==> config.mk <==
export PLATFORM = sky130hd
export DESIGN_NAME = gpm_gpio_mux
export DESIGN_NICKNAME = d
export VERILOG_FILES = /design/src/logic/gpm_pkg.sv /design/src/logic/gpm_gpio_mux.sv /design/src/logic/gpm_pin_mux.sv
export VERILOG_INCLUDE_DIRS = /design/src /design/src/logic
export SDC_FILE = /design/constraint.sdc
export NUM_CORES = 1
export LEC_CHECK = 0
export BUFFER_PORTS_ARGS = -buffer_cell sky130_fd_sc_hd__buf_2
export CORE_MARGIN = 2
export CORE_UTILIZATION = 44
export CTS_CLUSTER_DIAMETER = 150
export DETAILED_ROUTE_END_ITERATION = 7
export MAX_ROUTING_LAYER = met4
export PLACE_DENSITY = 0.85
export SLEW_MARGIN = 20
export SYNTH_ARGS = -nofsm -noshare
export SYNTH_HDL_FRONTEND = slang
export SYNTH_SLANG_ARGS = --single-unit
==> constraint.sdc <==
create_clock -name clk -period 2.1 [get_ports clk]
set_input_delay 0.315 -clock clk [delete_from_list [all_inputs] [get_ports clk]]
set_output_delay 0.315 -clock clk [all_outputs]
set_load 0.05 [all_outputs]
==> src/logic/gpm_consts.svh <==
// Constants of the pin 8 to 10 output multiplexer: offsets, field positions, reset values.
`ifndef GPM_CONSTS_SVH
`define GPM_CONSTS_SVH

// ==========================================
// Register byte offsets (address bits 11:0)
`define GPM_OFS_CTRL       12'h000
`define GPM_OFS_MODE       12'h004
`define GPM_OFS_DATA       12'h008
`define GPM_OFS_STATUS     12'h00c
`define GPM_OFS_ADC        12'h010

// ==========================================
// Control register fields
`define GPM_CTRL_OE_LSB    0
`define GPM_CTRL_DAC       3
`define GPM_CTRL_INBUF     4
`define GPM_CTRL_PLUS      5
`define GPM_CTRL_MINUS     6
`define GPM_CTRL_W         7

// ==========================================
// Mode register fields, three bits per pin
`define GPM_MODE_P8_LSB    0
`define GPM_MODE_P9_LSB    3
`define GPM_MODE_P10_LSB   6
`define GPM_MODE_W         9

// ==========================================
// Status and converter fields
`define GPM_STAT_OE_LSB    3
`define GPM_ADC_CH_W       5
`define GPM_ADC_START      8

// ==========================================
// Reset values
`define GPM_RST_CTRL       7'h00
`define GPM_RST_MODE       9'h000
`define GPM_RST_DATA       3'h0
`define GPM_RST_ADC_CH     5'h00

`endif

==> src/logic/gpm_pkg.sv <==
// Types shared by the pin 8 to 10 output multiplexer.
package gpm_pkg;

	// Output function codes of one pin.
	typedef enum logic [2:0] {
		GPM_MODE_DATA = 3'h0,
		GPM_MODE_SRC1 = 3'h1,
		GPM_MODE_SRC2 = 3'h2,
		GPM_MODE_SRC3 = 3'h3,
		GPM_MODE_INV1 = 3'h4,
		GPM_MODE_INV2 = 3'h5,
		GPM_MODE_LOW  = 3'h6,
		GPM_MODE_INV3 = 3'h7
	} gpm_mode_t;

	// Internal signal sources that the pins may carry.
	typedef struct packed {
		logic pwmOne;
		logic pwmTwo;
		logic pwmThree;
		logic cmpTwo;
		logic intLine;
		logic loopThree;
	} gpm_src_t;

	// Pad drive of pins 8, 9, 10 (index 0, 1, 2).
	typedef struct packed {
		logic [2:0] out;
		logic [2:0] oeN;
	} gpm_pad_t;

	// Analog routing controls handed to the analog blocks.
	typedef struct packed {
		logic sinkDacEnable;
		logic pin8InputEnable;
		logic ampPlusRoute;
		logic ampMinusRoute;
	} gpm_ana_t;

endpackage

==> src/logic/gpm_gpio_mux.sv <==
// Output multiplexer of general purpose pins 8, 9 and 10 with its APB registers.
//
// Overview of operation
// - Pin 8 mode selects data, PWM, comparator
// - Sink converter enable forces pin 8 undriven
// - Pin 8 reads only with input enable set
// - Pin 9 mode selects data, interrupt, PWM, loop
// - Plus route forces pin 9 undriven outside identification read
// - Identification read takes over pin 9
// - Pin 9 output feeds bridge PWM one
// - Pin 10 mode selects data, interrupt, PWMs
// - Minus route forces pin 10 undriven outside identification read
// - Identification read takes over pin 10
// - Pin 10 output feeds bridge PWM two
// - Pins 9, 10 always converter selectable
// - Pins 9, 10 levels always readable
// - Disabled output leaves pin floating, except pins 9, 10 in identification read
`timescale 1ns/1ps
`include "gpm_consts.svh"
module gpm_gpio_mux (
	// Clock and reset.
	input  wire logic              clk,
	input  wire logic              arst_n,
	// APB slave.
	input  wire logic              psel,
	input  wire logic              penable,
	input  wire logic              pwrite,
	input  wire logic [31:0]       paddr,
	input  wire logic [31:0]       pwdata,
	output logic [31:0]            prdata,
	output logic                   pready,
	output logic                   pslverr,
	// Internal sources.
	input  wire gpm_pkg::gpm_src_t src,
	// Identification read takeover of pins 9 and 10.
	input  wire logic              idReadActive,
	input  wire logic [1:0]        idPinOut,
	input  wire logic [1:0]        idPinOeN,
	// Pads of pins 8, 9, 10.
	input  wire logic [2:0]        pinIn,
	output gpm_pkg::gpm_pad_t      pad,
	// Analog controls and bridge feeds.
	output gpm_pkg::gpm_ana_t      ana,
	output logic                   bridgeExtPwmOne,
	output logic                   bridgeExtPwmTwo,
	// Converter channel request.
	output logic [4:0]             adcChannelSelect,
	output logic                   adcStart
);
	import gpm_pkg::*;

	// ==========================================
	// Declarations
	logic [`GPM_CTRL_W-1:0]   ctrl_ff;      // Enables and analog routing.
	logic [`GPM_MODE_W-1:0]   mode_ff;      // Three mode fields.
	logic [2:0]               data_ff;      // Serial output data.
	logic [4:0]               adcChan_ff;   // Converter channel field.
	logic                     adcStart_ff;  // Conversion start pulse.
	logic [31:0]              prdata_ff;    // Read data, loaded in setup.
	gpm_pad_t                 pad_ff;       // Registered pad drive.
	logic [2:0]               muxOut;       // Selected pin values.
	logic [2:0]               muxOeN;       // Selected enables, low drives.
	logic [2:0]               override;     // Analog use per pin.
	logic [2:0]               nxt_out;      // Pad value after takeover.
	logic [2:0]               nxt_oeN;      // Pad enable after takeover.
	logic                     setupPhase;   // APB setup cycle.
	logic                     accessPhase;  // APB access cycle.
	logic                     mapped;       // Address hits a register.
	logic                     wrEn;         // Write takes effect.
	logic [11:0]              ofs;          // Decoded address bits.
	logic [31:0]              nxt_prdata;   // Read data of the address.
	logic [2:0]               pinLevel;     // Readable pin levels.

	assign ofs         = paddr[11:0];
	assign setupPhase  = psel & ~penable;
	assign accessPhase = psel & penable;

	// ==========================================
	// Address decode
	// Upper address bits must be zero; anything else is an error.
	always_comb begin
		case (ofs)
			`GPM_OFS_CTRL, `GPM_OFS_MODE, `GPM_OFS_DATA,
			`GPM_OFS_STATUS, `GPM_OFS_ADC: mapped = (paddr[31:12] == 20'h00000);
			default: mapped = 1'b0;
		endcase
	end

	// The slave never waits; unmapped accesses answer with an error.
	assign pready  = 1'b1;
	assign pslverr = accessPhase & ~mapped;
	assign wrEn    = accessPhase & pwrite & mapped;

	// ==========================================
	// Control registers
	// Writes land only at the completing access edge.
	always_ff @(posedge clk or negedge arst_n) begin
		if (!arst_n) begin
			ctrl_ff <= `GPM_RST_CTRL;
		end else if (wrEn && ofs == `GPM_OFS_CTRL) begin
			ctrl_ff <= pwdata[`GPM_CTRL_W-1:0];
		end
	end

	// Mode fields of the three pins.
	always_ff @(posedge clk or negedge arst_n) begin
		if (!arst_n) begin
			mode_ff <= `GPM_RST_MODE;
		end else if (wrEn && ofs == `GPM_OFS_MODE) begin
			mode_ff <= pwdata[`GPM_MODE_W-1:0];
		end
	end

	// Serial output data bits.
	always_ff @(posedge clk or negedge arst_n) begin
		if (!arst_n) begin
			data_ff <= `GPM_RST_DATA;
		end else if (wrEn && ofs == `GPM_OFS_DATA) begin
			data_ff <= pwdata[2:0];
		end
	end

	// Converter channel; pins 9 and 10 stay selectable in every pin mode.
	always_ff @(posedge clk or negedge arst_n) begin
		if (!arst_n) begin
			adcChan_ff  <= `GPM_RST_ADC_CH;
			adcStart_ff <= 1'b0;
		end else begin
			adcStart_ff <= 1'b0;
			if (wrEn && ofs == `GPM_OFS_ADC) begin
				adcChan_ff  <= pwdata[`GPM_ADC_CH_W-1:0];
				adcStart_ff <= pwdata[`GPM_ADC_START];
			end
		end
	end

	assign adcChannelSelect = adcChan_ff;
	assign adcStart         = adcStart_ff;

	// ==========================================
	// Analog overrides
	// Each analog use takes its pin away from the digital output.
	assign override[0] = ctrl_ff[`GPM_CTRL_DAC];
	assign override[1] = ctrl_ff[`GPM_CTRL_PLUS];
	assign override[2] = ctrl_ff[`GPM_CTRL_MINUS];

	assign ana.sinkDacEnable   = ctrl_ff[`GPM_CTRL_DAC];
	assign ana.pin8InputEnable = ctrl_ff[`GPM_CTRL_INBUF];
	assign ana.ampPlusRoute    = ctrl_ff[`GPM_CTRL_PLUS];
	assign ana.ampMinusRoute   = ctrl_ff[`GPM_CTRL_MINUS];

	// ==========================================
	// Pin selectors
	// Pin 8: PWM one, PWM three, comparator two.
	gpm_pin_mux u_pin8 (
		.serialBit      (data_ff[0]),
		.srcOne         (src.pwmOne),
		.srcTwo         (src.pwmThree),
		.srcThree       (src.cmpTwo),
		.mode           (gpm_mode_t'(mode_ff[`GPM_MODE_P8_LSB +: 3])),
		.outEnable      (ctrl_ff[`GPM_CTRL_OE_LSB]),
		.analogOverride (override[0]),
		.pinOut         (muxOut[0]),
		.pinOeN         (muxOeN[0])
	);

	// Pin 9: interrupt line, PWM two, regulator loop three.
	gpm_pin_mux u_pin9 (
		.serialBit      (data_ff[1]),
		.srcOne         (src.intLine),
		.srcTwo         (src.pwmTwo),
		.srcThree       (src.loopThree),
		.mode           (gpm_mode_t'(mode_ff[`GPM_MODE_P9_LSB +: 3])),
		.outEnable      (ctrl_ff[`GPM_CTRL_OE_LSB + 1]),
		.analogOverride (override[1]),
		.pinOut         (muxOut[1]),
		.pinOeN         (muxOeN[1])
	);

	// Pin 10: interrupt line, PWM two, PWM three.
	gpm_pin_mux u_pin10 (
		.serialBit      (data_ff[2]),
		.srcOne         (src.intLine),
		.srcTwo         (src.pwmTwo),
		.srcThree       (src.pwmThree),
		.mode           (gpm_mode_t'(mode_ff[`GPM_MODE_P10_LSB +: 3])),
		.outEnable      (ctrl_ff[`GPM_CTRL_OE_LSB + 2]),
		.analogOverride (override[2]),
		.pinOut         (muxOut[2]),
		.pinOeN         (muxOeN[2])
	);

	// ==========================================
	// Identification takeover
	// While the identification read runs, the system owns pins 9 and 10.
	always_comb begin
		nxt_out = muxOut;
		nxt_oeN = muxOeN;
		if (idReadActive) begin
			nxt_out[2:1] = idPinOut;
			nxt_oeN[2:1] = idPinOeN;
		end
	end

	// Pad drive is registered so the pins never glitch on mode changes.
	always_ff @(posedge clk or negedge arst_n) begin
		if (!arst_n) begin
			pad_ff.out <= 3'h0;
			pad_ff.oeN <= 3'h7;
		end else begin
			pad_ff.out <= nxt_out;
			pad_ff.oeN <= nxt_oeN;
		end
	end

	assign pad = pad_ff;

	// Bridges see the registered pad values of pins 9 and 10, not the pin levels, so stray pin pulses never reach them.
	assign bridgeExtPwmOne = pad_ff.out[1];
	assign bridgeExtPwmTwo = pad_ff.out[2];

	// ==========================================
	// Read path
	// Pin 8 reads zero until its input buffer is enabled.
	assign pinLevel[0]   = pinIn[0] & ctrl_ff[`GPM_CTRL_INBUF];
	assign pinLevel[2:1] = pinIn[2:1];

	// Read data of the addressed register.
	always_comb begin
		nxt_prdata = 32'h00000000;
		case (ofs)
			`GPM_OFS_CTRL:   nxt_prdata[`GPM_CTRL_W-1:0] = ctrl_ff;
			`GPM_OFS_MODE:   nxt_prdata[`GPM_MODE_W-1:0] = mode_ff;
			`GPM_OFS_DATA:   nxt_prdata[2:0] = data_ff;
			`GPM_OFS_STATUS: begin
				nxt_prdata[2:0] = pinLevel;
				nxt_prdata[`GPM_STAT_OE_LSB +: 3] = ~pad_ff.oeN;
			end
			`GPM_OFS_ADC:    nxt_prdata[4:0] = adcChan_ff;
			default:         nxt_prdata = 32'h00000000;
		endcase
		if (!mapped) begin
			nxt_prdata = 32'h00000000;
		end
	end

	// Read data is captured in the setup cycle and held through access.
	always_ff @(posedge clk or negedge arst_n) begin
		if (!arst_n) begin
			prdata_ff <= 32'h00000000;
		end else if (setupPhase && !pwrite) begin
			prdata_ff <= nxt_prdata;
		end
	end

	assign prdata = prdata_ff;
endmodule

==> src/logic/gpm_pin_mux.sv <==
// Output function selector of one general purpose pin.
`timescale 1ns/1ps
module gpm_pin_mux (
	// Sources.
	input  wire logic              serialBit,
	input  wire logic              srcOne,
	input  wire logic              srcTwo,
	input  wire logic              srcThree,
	// Controls.
	input  wire gpm_pkg::gpm_mode_t mode,
	input  wire logic              outEnable,
	input  wire logic              analogOverride,
	// Result.
	output logic                   pinOut,
	output logic                   pinOeN
);
	import gpm_pkg::*;

	// ==========================================
	// Function select
	// Codes 1xx give the inverted sources; 110 has no function and drives low.
	always_comb begin
		case (mode)
			GPM_MODE_DATA: pinOut = serialBit;
			GPM_MODE_SRC1: pinOut = srcOne;
			GPM_MODE_SRC2: pinOut = srcTwo;
			GPM_MODE_SRC3: pinOut = srcThree;
			GPM_MODE_INV1: pinOut = ~srcOne;
			GPM_MODE_INV2: pinOut = ~srcTwo;
			GPM_MODE_INV3: pinOut = ~srcThree;
			GPM_MODE_LOW:  pinOut = 1'b0;
			default:       pinOut = 1'b0;
		endcase
	end

	// Analog use forces the enable off; a cleared enable leaves the pin floating.
	assign pinOeN = analogOverride | ~outEnable;

endmodule

======== Yosys cells after proc, flatten, opt, wreduce, memory -nomap -nowiden ========
Index checks and enable logic that the tools add are counted.
cells by class
  equal/unequal tests ..................... 25
  mux-type cells .......................... 13
  bitwise gates (word level) .............. 21
  reductions and logical operators ........ 12
operators with widths
  kind                                                  number
  equality test 3 bit, second input constant            12
  equality test 12 x 4 -> 1 bit, second input constant  2
  one-hot mux 1 bit (8 select lines)                    3
  logical NOT 20 bit                                    1
  equality test 3 x 2 -> 1 bit, second input constant   6
  one-hot mux 3 bit (5 select lines)                    1
  equality test 12 x 3 -> 1 bit, second input constant  1
  equality test 12 x 5 -> 1 bit, second input constant  1
  logical NOT 12 bit                                    1
  NOT 1 bit                                             11
  equality test 3 x 1 -> 1 bit, second input constant   3
  logical NOT 3 bit                                     3
  two-way mux 9 bit                                     1
  one-hot mux 2 bit (4 select lines)                    1
  AND 1 bit                                             6
  two-way mux 2 bit                                     3
  logical AND 1 bit                                     5
  OR reduction 5 bit                                    1
  NOT 3 bit                                             1
  OR 1 bit                                              3
  one-hot mux 1 bit (3 select lines)                    1
  two-way mux 1 bit                                     2
  one-hot mux 1 bit (2 select lines)                    1
  logical NOT 1 bit                                     1
storage, ports and cells
  register bits after elaboration ......... 63
  input bits .............................. 83
  output and inout port bits .............. 52
  logic and storage cells ................. 79

======== Depth between registers and ports, before layout ========
  word-level depth ........................ 6
  mapped depth ............................ 6
  gate-level depth less buffers ........... 4

======== Cells and area by module ========
A second synthesis with hierarchy kept.
second synthesis, totals
  cells, all modules ...................... 210
  area total of the unflattened synthesis .. 2,351.0 µm²
modules (own cells, without submodules)
  module        times used  cells each  area an instance (µm²)  sequential area each (µm²)
  gpm_gpio_mux  1           180         2,133.3                 1,004.7
  gpm_pin_mux   3           10          72.6                    0.0

======== Worst setup path before layout ========
Ideal clock, no wire load.
  path type ............................... input to output
  start point ............................. in paddr[13]
  end point ............................... out pslverr
  data arrival time ....................... 1.699 ns
  required time ........................... 1.785 ns
  slack ................................... 0.086 ns
  stages .................................. 4
  buffers on the path ..................... 0
  cells stage by stage .................... nor4_1 nand3_2 a2111o_1 and3_1
between the ends
  cells in the longest elaborated chain, start to end .. 4
ends and longest elaborated chain
  item                line                text
  start, declared     gpm_gpio_mux.sv:28  input wire logic [31:0] paddr,
  logical NOT 20 bit  gpm_gpio_mux.sv:84  `GPM_OFS_STATUS, `GPM_OFS_ADC: mapped = (paddr[31:12] == 20'h00000);
  two-way mux 1 bit   gpm_gpio_mux.sv:82  case (ofs)
  NOT 1 bit           gpm_gpio_mux.sv:91  assign pslverr = accessPhase & ~mapped;
  AND 1 bit           gpm_gpio_mux.sv:91
  end, declared       gpm_gpio_mux.sv:32  output logic pslverr,
No other way between the ends.

======== Final worst setup path ========
Same ends and word-level chain as after synthesis.

==> results.ini <==
[run_status]
outcome=completed

[worst_setup_path]
cp-end-kind=output port
required_ps=1780
cp_data_arrival_time_ps=1730
worstSetupStartpointType=primary input
worstSetupPathType=in -> out
path_max_fanout=3
r2r_cells=4

[sta]
skew_ps=5.42
min_period_ps=2040
hold_violations=0
maxSlewHeadroom=0.417
clock.fmax_ghz=0.489
period_share=0.974
rsz0062_at_grt=false
slew_viol_final=0
setup_viol=0
tightest_slew_ps=874
holdWs_ps=132

[synthesis]
muxShareOfSynthArea=0.185
synth-xor-area-share=0.00371
synth_compound_area_frac=0.107
yosysWarnings=0
synthAdderAreaFrac=0
synth_top_family_by_area=multiplexers
syn_avg_cell_area_um2=10.8
synth_edf_count=0
synth-async-reset-ratio=1.00
synthesis.area_um2=2360
ys.flop_type=dfrtp_1
synthCells=218
synth_cell_types=41
synth-seq-area-share=0.426
yosys.area_share.simple=0.164
ys_ff_latch=40

[final_layout]
area_growth_pct=24.3
final_cells=383
num_antenna_cells=0
drive_gt1_frac=0.473
final_nets=396

[clock_tree]
cts.sinks=40
hold_buffers=0
root_buffer=clkbuf_8
cts_tree=done
clk_path_buf_depth=2
numCtsBuffers=5
cts_max_level=2
path_clk_slew_ps=80
clock_latency_ps=290

[place]
gp_congestion=0.861
dp_hpwl_um=4550
port_buffers=87
dp.cells=375

[floorplan]
coreArea_um2=5140
fp.dieH_um=77.2
die_area_um2=5970
rows=26
ios=135
start_util=0.459
dieWidth_um=77.2

[global_routing]
groute.usage.overall=0.200
grt_pass1_vias=1865
overflow=0
antenna_found_initial=0
grt_first_pass_wirelength_um=9050
grt_max_degree=41

[route]
routedWlPerCell_um=15.1
drt_pass1_iterations=4
ant_nets=0
vias=1977
drt_iter0_drc=82
drc=0
wirelength_um=5770
via_per_inst=5.16

[power_and_ir_drop]
peakVddDrop_v=0.000238
p_leak_nw=1.48
clkPwrFrac=0.314
pwr-share-seq=0.503
p_sw_w=0.000471
combPwrFrac=0.182
p_sw_frac=0.305
pwr_density_cell_nw_per_um2=527
intPower_w=0.00108

[job]
maxCapViolCount=0

[hold_path]
hp-class=in -> async

-- final timing paths --
| path | startpoint | end | slack (ps) |
|---|---|---|---|
| min in group clk | idPinOeN[0] | pad[1] | 220 |
| worst min-delay path | arst_n | prdata[5] | 130 |
| max in group asynchronous | arst_n | adcChannelSelect[0] | 1420 |
| worst max-delay path | paddr[13] | pslverr | 60 |
| worst max register to register | mode_ff[3] | bridgeExtPwmOne | 810 |
| worst min register to register | ctrl_ff[0] | pad[0] | 440 |
-- critical path: stages --
cell and delay (ps):
buf_2 90, nor4_1 340, nand3_2 170, a2111o_1 420, and3_1 190, buf_2 200
-- cell usage after synthesis (2+ instances only) --
library cell	number	area [um2]
dfrtp_1	37	926
o22a_1	3	26.3
nor3b_1	3	22.5
o41ai_1	3	26.3
clkbuf_1	6	22.5
nor2b_1	5	31.3
or4_1	2	15.0
conb_1	2	7.51
nor4_4	4	85.1
o31ai_1	4	30.0
a21oi_1	7	35.0
dfstp_2	3	78.8
nand4_1	2	12.5
nor4_1	6	37.5
o32ai_1	2	17.5
a2bb2oi_1	2	17.5
nand2_1	19	71.3
nor2_1	3	11.3
nand2b_1	3	18.8
o21ai_0	8	40.0
nand3_1	4	20.0
mux2i_1	11	110
and3_1	2	12.5
inv_1	5	18.8
buf_4	29	218
mux2_2	27	304
a22oi_1	2	15.0
-- metal layers --
metal / global-route usage / wire, um / up-vias
met5: - / 0 / -
met1: 0.241 / 2380 / 943
met2: 0.321 / 2900 / 89
li1: - / - / 933
met3: 0.0576 / 410 / 12
met4: 0.0679 / 90 / 0
-- cell type report --
class,instances,area [um2]
Fill cell,449,2210
Clock inverter,2,12.5
Clock buffer,5,68.8
Inverter,5,18.8
Tap cell,70,87.6
Timing Repair Buffer,102,561
Sequential cell,40,1000
Multi-Input combinational cell,159,1180
-- metrics by stage --
stage               setup slack [ps]   util  setup TNS [ps]  cell area, um2  total power, W
floorplan                       85.8      -               0            2440         0.00100
global placement                13.1  0.552               0            2840         0.00107
detailed placement             -37.4  0.552           -37.4            2840         0.00107
CTS                             54.0  0.570               0            2930         0.00156
global route                    1.47  0.571               0            2930         0.00160
finish                          55.2  0.571               0            2930         0.00155
-- layout by cell type, fill, tap and decap left out, types with 2 or more instances in the layout --
cell        n
buf_4      14
mux2_2     27
nand4_1     2
mux2i_1    11
inv_1       5
nor2_1      3
nor4_4      4
nand2_1    19
o32ai_1     2
nor4_1      5
nor4_2      2
or4_1       2
a21oi_1     7
clkbuf_8    5
buf_2      87
dfrtp_1    37
o22a_1      3
conb_1     24
nor3b_1     3
dfstp_2     3
o31ai_1     4
nand3_1     4
o21ai_0     8
nand2b_1    3
a22oi_1     2
and3_1      2
a2bb2oi_1   2
o41ai_1     3
nor2b_1     5
-- what timing repair did --
action	CTS	global route
gates cloned	0	0
endpoints found under the setup margin	1	1
setup buffers	1	0
pin swaps	1	0
gates resized for setup	0	1
-- cells by family (layout without fill, tap and decap cells) --
| family | Yosys count | count (layout) |
|---|---|---|
| compound gates | 36 | 36 |
| xor+xnor | 1 | 1 |
| buf+inv | 41 | 114 |
| flops | 40 | 40 |
| mux | 39 | 39 |
| other cells | 2 | 24 |
| simple gates | 59 | 59 |
-- power groups by stage --
stage | sequential (W) | clock [W] | combinational, W
2_1_floorplan | 0.000809 | 0 | 0.000195
3_3_place_gp | 0.000793 | 0 | 0.000274
3_5_place_dp | 0.000793 | 0 | 0.000280
4_1_cts | 0.000778 | 0.000505 | 0.000280
5_1_grt | 0.000779 | 0.000525 | 0.000300
6_report | 0.000778 | 0.000486 | 0.000282
-- state kept, by name, summed over array words and instances, names as in the netlist, 3 cells and up --
name	flops
adcChannelSelect	5
ctrl_ff	7
data_ff	3
mode_ff	9
pad	4
prdata	9
(Power assumes the default switching activity.)
